### config.mk
export PLATFORM = sky130hd
export DESIGN_NAME = mdps_powerdown_seq
export DESIGN_NICKNAME = d
export VERILOG_FILES = /design/src/shared/mdps_pkg.sv /design/src/rtl/mdps_lane_seq.sv /design/src/rtl/mdps_powerdown_seq.sv
export SDC_FILE = /design/constraint.sdc
export NUM_CORES = 1
export LEC_CHECK = 0
export ABC_AREA = 1
export BUFFER_PORTS_ARGS = -buffer_cell sky130_fd_sc_hd__buf_2
export CELL_PAD_IN_SITES_DETAIL_PLACEMENT = 0
export CELL_PAD_IN_SITES_GLOBAL_PLACEMENT = 1
export CORE_MARGIN = 4
export CORE_UTILIZATION = 48
export DETAILED_ROUTE_END_ITERATION = 12
export GPL_TIMING_DRIVEN = 0
export PLACE_DENSITY = 0.95
export SLEW_MARGIN = 10
export SYNTH_ARGS = -nofsm -noshare
export SYNTH_HDL_FRONTEND = slang
export SYNTH_HIERARCHICAL = 1
export SYNTH_SLANG_ARGS = --single-unit
### constraint.sdc
create_clock -name clk -period 5.46 [get_ports clk]
set_clock_uncertainty 0.1 [all_clocks]
set_input_delay 0.546 -clock clk [delete_from_list [all_inputs] [get_ports clk]]
set_output_delay 0.546 -clock clk [all_outputs]
set_load 0.01 [all_outputs]
### src/shared/mdps_pkg.sv
// ============================================================
// sizes and register map
package mdps_pkg;
   localparam int          LANES_MAX       = 8;
   localparam int          ADDR_W          = 12;
   localparam int          CNT_W           = 16;
   localparam int          LANE_CODE_W     = 3;
   localparam int          MOD_CODE_W      = 2;
   localparam int          FLAG_W          = LANES_MAX + 1;

   localparam logic [11:0] OFS_CTRL        = 12'h000;
   localparam logic [11:0] OFS_TXCTRL      = 12'h004;
   localparam logic [11:0] OFS_STATE       = 12'h008;
   localparam logic [11:0] OFS_FLAG        = 12'h00c;
   localparam logic [11:0] OFS_MASK        = 12'h010;

   // ============================================================
   // field positions
   localparam int          CTRL_DEINIT_LSB = 0;
   localparam int          CTRL_LOW_POWER_BIT_BIT = 16;
   localparam int          TX_DIS_LSB      = 0;
   localparam int          TX_SQ_LSB       = 8;
   localparam int          STATE_MOD_LSB   = 0;
   localparam int          STATE_PWR_BIT   = 4;
   localparam int          STATE_LANE_LSB  = 8;
   localparam int          FLAG_MOD_BIT    = 8;

   // ============================================================
   // reset values
   localparam logic [LANES_MAX-1:0] DEINIT_RST = 8'h00;
   localparam logic [LANES_MAX-1:0] TXBITS_RST = 8'h00;
   localparam logic [FLAG_W-1:0]    FLAG_RST   = 9'h000;
   localparam logic [FLAG_W-1:0]    MASK_RST   = 9'h1ff;

   // ============================================================
   // state codes seen by software
   localparam logic [2:0]  LANE_CODE_ACTIVE  = 3'h4;
   localparam logic [2:0]  LANE_CODE_TXOFF   = 3'h5;
   localparam logic [2:0]  LANE_CODE_CONFIG  = 3'h3;
   localparam logic [2:0]  LANE_CODE_DEINIT  = 3'h2;
   localparam logic [2:0]  LANE_CODE_INACT   = 3'h1;
   localparam logic [1:0]  MOD_CODE_READY    = 2'h2;
   localparam logic [1:0]  MOD_CODE_PWRDN    = 2'h3;
   localparam logic [1:0]  MOD_CODE_LOW_POWER_BIT   = 2'h1;

   // ============================================================
   // timing
   localparam int          CLK_PERIOD_NS   = 4;
   localparam int          TXOFF_TIME_NS   = 100;
   localparam int          DEINIT_TIME_NS  = 400;
   localparam int          PWRDN_TIME_NS   = 2000;
   localparam int          TXOFF_CYCLES    = (TXOFF_TIME_NS + CLK_PERIOD_NS - 1) / CLK_PERIOD_NS;
   localparam int          DEINIT_CYCLES   = (DEINIT_TIME_NS + CLK_PERIOD_NS - 1) / CLK_PERIOD_NS;
   localparam int          PWRDN_CYCLES    = (PWRDN_TIME_NS + CLK_PERIOD_NS - 1) / CLK_PERIOD_NS;

   // ============================================================
   // state types
   typedef enum logic [2:0] {
      LN_ACTIVE, LN_TX_OFF, LN_CONFIGURED, LN_DEINIT, LN_INACTIVE
   } mdps_lane_st_t;

   typedef enum logic [1:0] {
      MD_READY, MD_PWRDN, MD_LOW_POWER_BIT
   } mdps_mod_st_t;

   function automatic logic [2:0] mdps_lane_code(input mdps_lane_st_t st);
      case (st)
         LN_ACTIVE:     mdps_lane_code = LANE_CODE_ACTIVE;
         LN_TX_OFF:     mdps_lane_code = LANE_CODE_TXOFF;
         LN_CONFIGURED: mdps_lane_code = LANE_CODE_CONFIG;
         LN_DEINIT:     mdps_lane_code = LANE_CODE_DEINIT;
         LN_INACTIVE:   mdps_lane_code = LANE_CODE_INACT;
         default:       mdps_lane_code = 3'h0;
      endcase
   endfunction : mdps_lane_code
endpackage : mdps_pkg

### src/rtl/mdps_lane_seq.sv
// ============================================================
// one data path teardown sequencer
module mdps_lane_seq
   import mdps_pkg::*;
#(
   parameter int TXOFF_CNT  = TXOFF_CYCLES,
   parameter int DEINIT_CNT = DEINIT_CYCLES
) (
   // clock and reset
   input  wire logic                   clk,
   input  wire logic                   resetn,
   // control
   input  wire logic                   deactivate,
   input  wire logic                   txQuiet,
   // status
   output logic [LANE_CODE_W-1:0]      stateCode,
   output logic                        inactive,
   output logic                        enteredInactive
);

   typedef struct packed {
      mdps_lane_st_t          st;
      logic [CNT_W-1:0]       cnt;
      logic [LANE_CODE_W-1:0] code;
      logic                   inact;
      logic                   entered;
   } mdps_lane_reg_t;

   mdps_lane_reg_t s_r;
   mdps_lane_reg_t s_nxt;

   if (TXOFF_CNT < 1 || TXOFF_CNT >= (1 << CNT_W) ||
       DEINIT_CNT < 1 || DEINIT_CNT >= (1 << CNT_W)) begin : g_chk
      $error("lane counts out of range");
   end

   // ============================================================
   // next state
   always_comb begin
      s_nxt         = s_r;
      s_nxt.entered = 1'b0;
      case (s_r.st)
         LN_ACTIVE: begin
            if (deactivate) begin
               s_nxt.st  = LN_TX_OFF;
               s_nxt.cnt = CNT_W'(TXOFF_CNT - 1);
            end
         end
         LN_TX_OFF: begin
            if (txQuiet || s_r.cnt == '0) begin
               s_nxt.st = LN_CONFIGURED;
            end else begin
               s_nxt.cnt = s_r.cnt - CNT_W'(1);
            end
         end
         LN_CONFIGURED: begin
            if (deactivate) begin
               s_nxt.st  = LN_DEINIT;
               s_nxt.cnt = CNT_W'(DEINIT_CNT - 1);
            end
         end
         LN_DEINIT: begin
            if (s_r.cnt == '0) begin
               s_nxt.st      = LN_INACTIVE;
               s_nxt.entered = 1'b1;
            end else begin
               s_nxt.cnt = s_r.cnt - CNT_W'(1);
            end
         end
         LN_INACTIVE: begin
            s_nxt.st = LN_INACTIVE;
         end
         default: begin
            s_nxt.st = LN_ACTIVE;
         end
      endcase
      s_nxt.code  = mdps_lane_code(s_nxt.st);
      s_nxt.inact = (s_nxt.st == LN_INACTIVE);
   end

   // ============================================================
   // state register
   always_ff @(posedge clk) begin
      if (!resetn) begin
         s_r.st      <= LN_ACTIVE;
         s_r.cnt     <= '0;
         s_r.code    <= LANE_CODE_ACTIVE;
         s_r.inact   <= 1'b0;
         s_r.entered <= 1'b0;
      end else begin
         s_r <= s_nxt;
      end
   end

   assign stateCode       = s_r.code;
   assign inactive        = s_r.inact;
   assign enteredInactive = s_r.entered;

endmodule : mdps_lane_seq

### src/rtl/mdps_powerdown_seq.sv
// Functional notes
// - lp request rise in ready starts teardown
// - tx bits zero: tx off goes configured
// - redeinit true: configured goes deinitializing
// - deinitializing releases resources, then inactive
// - entering inactive sets lane changed flag
// - host reads flags; read clears, pin released
// - paths inactive plus entry: powering down
// - powering down reduces power, then low power
// - entering low power sets module flag
// - software deinit bits with pin high: teardown
// - software low power bit gives entry signal
module mdps_powerdown_seq
   import mdps_pkg::*;
#(
   parameter int NLANES     = LANES_MAX,
   parameter int TXOFF_CNT  = TXOFF_CYCLES,
   parameter int DEINIT_CNT = DEINIT_CYCLES,
   parameter int PWRDN_CNT  = PWRDN_CYCLES
) (
   // clock and reset
   input  wire logic                clk,
   input  wire logic                resetn,
   // apb slave
   input  wire logic                psel,
   input  wire logic                penable,
   input  wire logic                pwrite,
   input  wire logic [ADDR_W-1:0]   paddr,
   input  wire logic [31:0]         pwdata,
   input  wire logic [3:0]          pstrb,
   output logic [31:0]              prdata,
   output logic                     pready,
   output logic                     pslverr,
   // module pins
   input  wire logic                lowPowerReq,
   output logic                     interruptN,
   // power control
   output logic                     powerReduce
);

   // ============================================================
   // state
   typedef struct packed {
      logic [LANES_MAX-1:0] deinit;
      logic                 lowPwrBit;
      logic [LANES_MAX-1:0] txDis;
      logic [LANES_MAX-1:0] txSq;
      logic [FLAG_W-1:0]    flag;
      logic [FLAG_W-1:0]    mask;
      mdps_mod_st_t         modSt;
      logic [CNT_W-1:0]     cnt;
      logic                 hwDeact;
      logic                 lpPrev;
      logic                 pwrRed;
      logic [31:0]          rdata;
      logic                 rdy;
      logic                 err;
      logic                 intN;
   } mdps_top_reg_t;

   mdps_top_reg_t s_r;
   mdps_top_reg_t s_nxt;

   logic [LANES_MAX-1:0]   laneDeact;
   logic [LANES_MAX-1:0]   laneQuiet;
   logic [LANES_MAX-1:0]   laneInact;
   logic [LANES_MAX-1:0]   laneEntered;
   logic [LANE_CODE_W*LANES_MAX-1:0] laneCodes;

   if (NLANES < 1 || NLANES > LANES_MAX ||
       PWRDN_CNT < 1 || PWRDN_CNT >= (1 << CNT_W)) begin : g_chk
      $error("lane count or power down count out of range");
   end

   // ============================================================
   // helpers
   function automatic logic [31:0] mdps_merge(input logic [31:0] old,
                                              input logic [31:0] wd,
                                              input logic [3:0]  strb);
      logic [31:0] res;
      res = old;
      for (int b = 0; b < 4; b++) begin
         if (strb[b]) begin
            res[8*b +: 8] = wd[8*b +: 8];
         end
      end
      mdps_merge = res;
   endfunction : mdps_merge

   function automatic logic [1:0] mdps_mod_code(input mdps_mod_st_t st);
      case (st)
         MD_READY:  mdps_mod_code = MOD_CODE_READY;
         MD_PWRDN:  mdps_mod_code = MOD_CODE_PWRDN;
         MD_LOW_POWER_BIT: mdps_mod_code = MOD_CODE_LOW_POWER_BIT;
         default:   mdps_mod_code = 2'h0;
      endcase
   endfunction : mdps_mod_code

   function automatic logic mdps_is(input logic [ADDR_W-1:0] a,
                                    input logic [11:0]       ofs);
      mdps_is = (a == ofs);
   endfunction : mdps_is

   // ============================================================
   // data path sequencers
   for (genvar i = 0; i < LANES_MAX; i++) begin : g_lane
      if (i < NLANES) begin : g_on
         assign laneDeact[i] = s_r.hwDeact | (lowPowerReq & s_r.deinit[i]);
         assign laneQuiet[i] = ~s_r.txDis[i] & ~s_r.txSq[i];
         mdps_lane_seq #(
            .TXOFF_CNT  (TXOFF_CNT),
            .DEINIT_CNT (DEINIT_CNT)
         ) u_lane (
            .clk             (clk),
            .resetn          (resetn),
            .deactivate      (laneDeact[i]),
            .txQuiet         (laneQuiet[i]),
            .stateCode       (laneCodes[LANE_CODE_W*i +: LANE_CODE_W]),
            .inactive        (laneInact[i]),
            .enteredInactive (laneEntered[i])
         );
      end else begin : g_off
         assign laneDeact[i]                              = 1'b0;
         assign laneQuiet[i]                              = 1'b1;
         assign laneInact[i]                              = 1'b1;
         assign laneEntered[i]                            = 1'b0;
         assign laneCodes[LANE_CODE_W*i +: LANE_CODE_W]   = '0;
      end
   end

   // ============================================================
   // next state
   always_comb begin
      logic                 lpRise;
      logic                 lowPwrEntry;
      logic                 setup;
      logic                 done;
      logic                 mapped;
      logic [31:0]          rd;
      logic [31:0]          wv;
      logic [FLAG_W-1:0]    setF;
      logic [FLAG_W-1:0]    clrF;
      logic [LANES_MAX-1:0] laneMask;

      lpRise      = 1'b0;
      lowPwrEntry = 1'b0;
      setup       = 1'b0;
      done        = 1'b0;
      mapped      = 1'b0;
      rd          = 32'h0000_0000;
      wv          = 32'h0000_0000;
      setF        = '0;
      clrF        = '0;
      laneMask    = LANES_MAX'((9'h001 << NLANES) - 9'h001);
      s_nxt       = s_r;

      // low power pin edge
      lpRise       = lowPowerReq & ~s_r.lpPrev;
      s_nxt.lpPrev = lowPowerReq;
      if (lpRise && s_r.modSt == MD_READY) begin
         s_nxt.hwDeact = 1'b1;
      end

      // module state machine
      lowPwrEntry = s_r.hwDeact | s_r.lowPwrBit;
      case (s_r.modSt)
         MD_READY: begin
            if (lowPwrEntry && (&laneInact)) begin
               s_nxt.modSt  = MD_PWRDN;
               s_nxt.cnt    = CNT_W'(PWRDN_CNT - 1);
               s_nxt.pwrRed = 1'b1;
            end
         end
         MD_PWRDN: begin
            if (s_r.cnt == '0) begin
               s_nxt.modSt = MD_LOW_POWER_BIT;
               setF[FLAG_MOD_BIT] = 1'b1;
            end else begin
               s_nxt.cnt = s_r.cnt - CNT_W'(1);
            end
         end
         MD_LOW_POWER_BIT: begin
            s_nxt.modSt = MD_LOW_POWER_BIT;
         end
         default: begin
            s_nxt.modSt = MD_READY;
         end
      endcase
      setF[LANES_MAX-1:0] = laneEntered;

      // apb decode in setup, answer in access
      setup = psel & ~penable;
      done  = psel & penable & s_r.rdy;
      if (mdps_is(paddr, OFS_CTRL)) begin
         mapped = 1'b1;
         rd[CTRL_DEINIT_LSB +: LANES_MAX] = s_r.deinit;
         rd[CTRL_LOW_POWER_BIT_BIT]              = s_r.lowPwrBit;
      end else if (mdps_is(paddr, OFS_TXCTRL)) begin
         mapped = 1'b1;
         rd[TX_DIS_LSB +: LANES_MAX] = s_r.txDis;
         rd[TX_SQ_LSB +: LANES_MAX]  = s_r.txSq;
      end else if (mdps_is(paddr, OFS_STATE)) begin
         mapped = 1'b1;
         rd[STATE_MOD_LSB +: MOD_CODE_W]                = mdps_mod_code(s_r.modSt);
         rd[STATE_PWR_BIT]                              = s_r.pwrRed;
         rd[STATE_LANE_LSB +: LANE_CODE_W*LANES_MAX]    = laneCodes;
      end else if (mdps_is(paddr, OFS_FLAG)) begin
         mapped = 1'b1;
         rd[FLAG_W-1:0] = s_r.flag;
      end else if (mdps_is(paddr, OFS_MASK)) begin
         mapped = 1'b1;
         rd[FLAG_W-1:0] = s_r.mask;
      end
      s_nxt.rdy = setup;
      if (setup) begin
         s_nxt.rdata = pwrite ? 32'h0000_0000 : rd;
         s_nxt.err   = ~mapped;
      end else if (done) begin
         s_nxt.rdata = 32'h0000_0000;
         s_nxt.err   = 1'b0;
      end

      // register writes and flag clears at completion
      if (done && pwrite) begin
         wv = mdps_merge(rd, pwdata, pstrb);
         if (mdps_is(paddr, OFS_CTRL)) begin
            s_nxt.deinit    = wv[CTRL_DEINIT_LSB +: LANES_MAX] & laneMask;
            s_nxt.lowPwrBit = wv[CTRL_LOW_POWER_BIT_BIT];
         end else if (mdps_is(paddr, OFS_TXCTRL)) begin
            s_nxt.txDis = wv[TX_DIS_LSB +: LANES_MAX] & laneMask;
            s_nxt.txSq  = wv[TX_SQ_LSB +: LANES_MAX] & laneMask;
         end else if (mdps_is(paddr, OFS_FLAG)) begin
            clrF = pwdata[FLAG_W-1:0] & {pstrb[1], {LANES_MAX{pstrb[0]}}};
         end else if (mdps_is(paddr, OFS_MASK)) begin
            s_nxt.mask = wv[FLAG_W-1:0];
         end
      end else if (done && mdps_is(paddr, OFS_FLAG)) begin
         clrF = s_r.rdata[FLAG_W-1:0];
      end

      // sticky flags, set wins over clear
      s_nxt.flag = (s_r.flag & ~clrF) | setF;
      s_nxt.intN = ~|(s_nxt.flag & s_nxt.mask);
   end

   // ============================================================
   // state register
   always_ff @(posedge clk) begin
      if (!resetn) begin
         s_r.deinit    <= DEINIT_RST;
         s_r.lowPwrBit <= 1'b0;
         s_r.txDis     <= TXBITS_RST;
         s_r.txSq      <= TXBITS_RST;
         s_r.flag      <= FLAG_RST;
         s_r.mask      <= MASK_RST;
         s_r.modSt     <= MD_READY;
         s_r.cnt       <= '0;
         s_r.hwDeact   <= 1'b0;
         s_r.lpPrev    <= 1'b1;
         s_r.pwrRed    <= 1'b0;
         s_r.rdata     <= 32'h0000_0000;
         s_r.rdy       <= 1'b0;
         s_r.err       <= 1'b0;
         s_r.intN      <= 1'b1;
      end else begin
         s_r <= s_nxt;
      end
   end

   // ============================================================
   // outputs
   assign prdata      = s_r.rdata;
   assign pready      = s_r.rdy;
   assign pslverr     = s_r.err;
   assign interruptN  = s_r.intN;
   assign powerReduce = s_r.pwrRed;

endmodule : mdps_powerdown_seq

**After elaboration in Yosys (flattened, before gate mapping)**

Cells that the tools add are included.

- Input port bits: 54
- Logic and storage cells: 421
- Register bits: 291
- Output and inout bits: 36

- Reduce and logical (&&, ||, !) cells: 73
- $add $sub $neg: 9
- Multiplexer cells: 125
- Equality and inequality tests: 105
- Bitwise logic cells: 54

Operators with widths:

| operator | number |
|---|---|
| one-hot mux 16 bit (4 select lines) | 8 |
| two-way mux 16 bit | 19 |
| two-way mux 19 bit | 16 |
| one-hot mux 3 bit (5 select lines) | 16 |
| zero test 16 bit | 9 |
| subtractor 16 x 1 -> 16 bit, second input constant | 9 |
| two-way mux 9 bit | 12 |
| equality test 3 x 2 -> 1 bit, second input constant | 32 |
| two-way mux 32 bit | 3 |
| two-way mux 3 bit | 17 |
| equality test 3 x 1 -> 1 bit, second input constant | 16 |
| equality test 3 bit, second input constant | 16 |
| zero test 3 bit | 16 |
| AND reduction 5 bit | 8 |
| inequality test 2 bit, second input constant | 18 |
| inequality test 2 x 1 -> 1 bit, second input constant | 17 |
| two-way mux 8 bit | 4 |
| one-hot mux 16 bit (2 select lines) | 1 |
| nonzero test 4 bit | 8 |
| bitwise AND 9 bit | 3 |
| equality test 12 x 4 -> 1 bit, second input constant | 2 |
| two-way mux 23 bit | 1 |
| AND reduction 2 bit | 11 |
| two-way mux 1 bit | 21 |
| other kinds (22) | 83 |

**Depth between registers and ports, before layout**

- Depth after elaboration: 15
- Gate-level depth with buffers: 17
- Depth with buffers taken out: 17

**Hierarchy**

The synthesis kept the hierarchy.

By module, submodules not included:

| module | instances | area an instance (µm²) | cells an instance | seq. area each (µm²) |
|---|---|---|---|---|
| mdps_lane_seq | 8 | 1514.0 | 248 | 480.5 |
| mdps_powerdown_seq | 1 | 5296.3 | 776 | 1981.9 |

**Worst setup path before layout**

OpenSTA, ideal clock, no wires.

- Path kind: in2reg
- From: in paddr[11]
- To: reg s_r (netlist bit interruptN)
- Arrival time: 1836 ps
- Stages on the path: 15
- Data required time: 5234 ps
- Path slack: 3399 ps
- Buffers on the path: 1
- Setup time: 126 ps
- Path through: nor2_1 nand2_2 nor2_8 nand2_2 inv_2 buf_4 nand2_1 nand3_1 nand3_1 nand3_1 nand2_1 nor2_1 nor2_1 nand3_1 nand2_1

- Word-level cells in the longest chain between the ends: 15
- Elaborated cells on any way between the ends: 34
- Classes of those cells: 4 x eq/ne; 22 x mux; 4 x bitwise; 4 x reduce/logical

RTL lines:

| what | RTL line | source |
|---|---|---|
| from (decl) | mdps_powerdown_seq.sv:28 | `input wire logic [ADDR_W-1:0] paddr,` |
| equality test 12 x 5 -> 1 bit | mdps_powerdown_seq.sv:101 | `mdps_is = (a == ofs);` |
| two-way mux 9 bit | mdps_powerdown_seq.sv:210 | `end else if (mdps_is(paddr, OFS_MASK)) begin` |
| two-way mux 9 bit | mdps_powerdown_seq.sv:207 | `end else if (mdps_is(paddr, OFS_FLAG)) begin` |
| two-way mux 2 bit, or another cell as far along | mdps_powerdown_seq.sv:202 | `end else if (mdps_is(paddr, OFS_STATE)) begin` |
| two-way mux 16 bit | mdps_powerdown_seq.sv:198 | `end else if (mdps_is(paddr, OFS_TXCTRL)) begin` |
| two-way mux 8 bit | mdps_powerdown_seq.sv:194 | `if (mdps_is(paddr, OFS_CTRL)) begin` |
| two-way mux 8 bit | mdps_powerdown_seq.sv:83 | `if (strb[b]) begin` |
| two-way mux 9 bit | mdps_powerdown_seq.sv:234 | `end else if (mdps_is(paddr, OFS_MASK)) begin` |
| two-way mux 9 bit | mdps_powerdown_seq.sv:232 | `end else if (mdps_is(paddr, OFS_FLAG)) begin` |
| two-way mux 9 bit | mdps_powerdown_seq.sv:229 | `end else if (mdps_is(paddr, OFS_TXCTRL)) begin` |
| two-way mux 9 bit | mdps_powerdown_seq.sv:226 | `if (mdps_is(paddr, OFS_CTRL)) begin` |
| two-way mux 9 bit | mdps_powerdown_seq.sv:224 | `if (done && pwrite) begin` |
| bitwise AND 9 bit * | mdps_powerdown_seq.sv:243 | `s_nxt.intN = ~\|(s_nxt.flag & s_nxt.mask);` |
| OR reduction 9 bit * | mdps_powerdown_seq.sv:243 |  |
| zero test 1 bit * | mdps_powerdown_seq.sv:243 |  |
| to (signal assigned) | mdps_powerdown_seq.sv:266 | `s_r <= s_nxt;` |
| to (decl) | mdps_powerdown_seq.sv:61 | `mdps_top_reg_t s_r;` |

Every way passes the cells marked *; elsewhere a longest branch is shown, timed or not.
A chain may end at the register's enable or synchronous reset.

==> flow_summary_export.csv <==
group,metric,value,unit
place,place.detailed.instances,3293,
timing,rsz0062_at_grt,"false",
finish,final_core_util,54.6,%
global_route,use_met2,40.5,%
global_route,grt_max_degree,15,
finish,multi_input_area,9700,um2
clock_tree,clockBufferDepth,3,
flow_run,maxCapViolations,0,
logic_synthesis,synth_nets,2835,
routing,dr.pass1.iters,5,
clock_tree,clkSlewWorstSetupHoldPaths,0.06,ns
clock_tree,cts_tree,"done",
clock_tree,numCtsBuffers,35,
finish,final_net_count,2944,
global_route,grtUsageMet3,3.84,%
global_route,antenna_found_initial,7,
global_route,global_route_total_usage_across_every_layer,24.4,%
place,place_hpwl,36900,um
timing,hold_viol,0,
finish,instances_no_fill,3353,
timing,finalHoldWorstSlack,0.213,ns
finish,design_area,19500,um2
status,outcome,"finished, final reports clean",
logic_synthesis,synth_top_flop_cell,"dfxtp_1",
routing,dr_total_vias,17600,
logic_synthesis,synth_enable_flop_cells,0,
finish,final.fill_count,3578,
logic_synthesis,yosysSeqAreaShare,33.5,%
timing,period_needed,2.59,ns
place,place.port_buffers,72,
setup_path,timing.setup.critical_path_class,"reg -> reg",
floorplan,placementRows,69,
timing,worstMarginPinSlew,0.695,ns
clock_tree,post_cts_resized,0,
timing,timing.final.crit_share,47.4,%
clock_tree,worst_skew_pair.late_latency,0.52,ns
worst_hold_path,min_to,"s_r[90]$_SDFFE_PN0P_",
clock_tree,post-cts-setup-buffer-count,0,
routing,drc,0,
clock_tree,clkSinkCount,291,
global_route,grt_pass1_wl,80100,um
timing,timing_max_transition_violations_final,0,
floorplan,floorplan.io_pins,90,
routing,wire_per_inst,14.7,um
setup_path,depth_of_the_worst_register_to_register_path,11,
logic_synthesis,synth_seq_cells,291,
floorplan,die_x,198,um
floorplan,fp.dieArea,39400,um2
setup_path,crit_path_cell_trace,"inv_1 > ha_1 > nand3_1 > inv_1 > nand4_1 > nor3_1 > nand3b_4 > inv_1 > clkbuf_1 > o21ai_0 > a31oi_1",
clock_tree,cts-hold-fix-buffers,0,
finish,seqCellArea,5830,um2
global_route,number_of_global_route_vias_before_repair,16100,
finish,antenna_cells,0,
floorplan,coreArea,35700,um2
setup_path,delay_of_the_slowest_cell_on_the_worst_path,0.44,ns
worst_hold_path,min_delay_path_depth,4,
place,gp_congestion,0.936,
worst_hold_path,path_class_of_the_lowest_slack_min_delay_path,"in -> reg",
power_and_ir_drop,total_power,5.93,mW
logic_synthesis,ys_types,42,
timing,slew_headroom,53.7,%
setup_path,cpMostUsedCell,"inv_1",
logic_synthesis,synth_common_cells,"731 x nand2_1, 509 x nor2_1, 291 x dfxtp_1",
logic_synthesis,post-synth-top-area-cell,"dfxtp_1",
global_route,grtUsageMet1,33.3,%
finish,fraction_of_layout_cells_with_a_size_suffix_above_1,11.3,%
logic_synthesis,syn-mean-instance-area,6.31,um2
floorplan,start_util,48.8,%
logic_synthesis,synth.top_cells.by_area,"dfxtp_1 33%, nand2_1 16%, nor2_1 11%, nand3_1 7.5%, inv_1 6.2%",
clock_tree,cts_root_buffer,"clkbuf_16",
timing,setup_viol,0,
routing,final_routed_wirelength_across_all_metal_layers,49100,um
routing,drt.antenna.violating_nets,0,
floorplan,fp.dieH,198,um
setup_path,end_kind,"flop",
global_route,global_route.overflow_total,0,
logic_synthesis,synth_top_area_share,33.5,%
worst_hold_path,hold_start,"pstrb[2]",
setup_path,cp-start-kind,"flop",
timing,timing.final.ws_setup,2.87,ns
power_and_ir_drop,leakage,9.58,nW
setup_path,slowest_stage,"nor3_1",
timing,setup-tns-final,0,ns
global_route,globalRoute.busiestLayer,"met2",
setup_path,worstReg2RegEnd,"s_r[39]$_SDFFE_PN0P_",
setup_path,crit_fanout,10,
finish,area_growth,11.9,%
routing,avgViaCountPerCell,5.24,
place,placement.cell_area,18300,um2
clock_tree,cts-htree-levels,2,
setup_path,reg2reg_slack,2.87,ns
routing,first_iter_violations,1153,
logic_synthesis,ys_async_sr_fraction,0,%
logic_synthesis,syn_area,17400,um2
setup_path,crit_arrival,2.86,ns
place,place_worst_setup_slack,2.75,ns
logic_synthesis,yosysWarningCount,6,
power_and_ir_drop,vdd_ir_drop_max,0.200,mV
power_and_ir_drop,pwr_density_cell,304,nW/um2
timing,fmax,386,MHz
setup_path,crit_required,5.73,ns
logic_synthesis,netlist_instances,2760,
logic_synthesis,post-synth-top-count-cell,"nand2_1",
setup_path,r2r-start,"s_r[38]$_SDFFE_PN0P_",
state kept, by name, indices dropped and copies added, names as in the netlist, 8 cells and up:
register                            count
g_lane.g_on.u_lane/s_r                152
prdata                                 32
g_lane.g_on.u_lane/stateCode           24
g_lane.g_on.u_lane/enteredInactive      8
g_lane.g_on.u_lane/inactive             8
s_r                                    63
worst max-delay path: cells and delay by family (launching register included):
family | cells | cell delay [ns]
simple gates | 4 | 1.04
flops | 1 | 0.33
compound gates | 2 | 0.27
fa+ha+maj | 1 | 0.20
buf+inv | 4 | 0.52
cells by family after synthesis:
| kind of cell | synth area share [%] |
|---|---|
| flops | 33.5 |
| xor+xnor | 1.51 |
| fa+ha+maj | 1.51 |
| compound gates | 11.5 |
| buf+inv | 10.8 |
| simple gates | 41.2 |
metal layers:
| metal | up-vias | routed length (um) |
|---|---|---|
| met5 | - | 89 |
| met4 | 12 | 1210 |
| met3 | 88 | 2940 |
| met2 | 443 | 22600 |
| met1 | 8056 | 22300 |
| li1 | 8963 | - |
power breakdown:
| group | internal [mW] | leakage [nW] | switching, mW | total [mW] |
|---|---|---|---|---|
| Clock | 1.38 | 0.550 | 0.930 | 2.31 |
| Combinational | 0.455 | 6.67 | 0.894 | 1.35 |
| Sequential | 2.20 | 2.36 | 0.0703 | 2.27 |
worst max-delay path by stage:
stage | from | endpoint | slack (ns)
global route | s_r[38]$_SDFFE_PN0P_ | s_r[45]$_SDFFE_PN0P_ | 2.72
global placement | paddr[11] | interruptN$_SDFF_PN1_ | 2.74
finish | s_r[38]$_SDFFE_PN0P_ | s_r[39]$_SDFFE_PN0P_ | 2.87
detailed placement | paddr[5] | interruptN$_SDFF_PN1_ | 2.75
CTS | s_r[38]$_SDFFE_PN0P_ | s_r[39]$_SDFFE_PN0P_ | 2.98
floorplan | paddr[11] | interruptN$_SDFF_PN1_ | 3.40
area by class of cell:
class / instances / area share (%)
Inverter: 308 / 5.96
Clock inverter: 14 / 0.732
Buffer: 115 / 3.70
Clock buffer: 46 / 5.08
Timing Repair Buffer: 72 / 1.85
Tap cell: 461 / 2.96
Sequential cell: 291 / 29.9
Multi-Input combinational cell: 2046 / 49.8
cells in the final DEF (no fill, tap or decap), drive strengths merged, types with 10 or more instances in the layout:
cell type  synthesis  layout
ha                21      21
nand3            285     285
a21oi            176     176
nand4             24      24
or2               10      10
inv              306     308
o21ai            103     103
o31ai             16      16
nor2             545     545
buf               73     145
nor3              15      15
xnor2             28      28
clkbuf            42      88
nand2            768     768
dfxtp            291     291
a32oi             14      14
o21bai            13      13
Note: power is estimated with default switching activity, not from simulation.
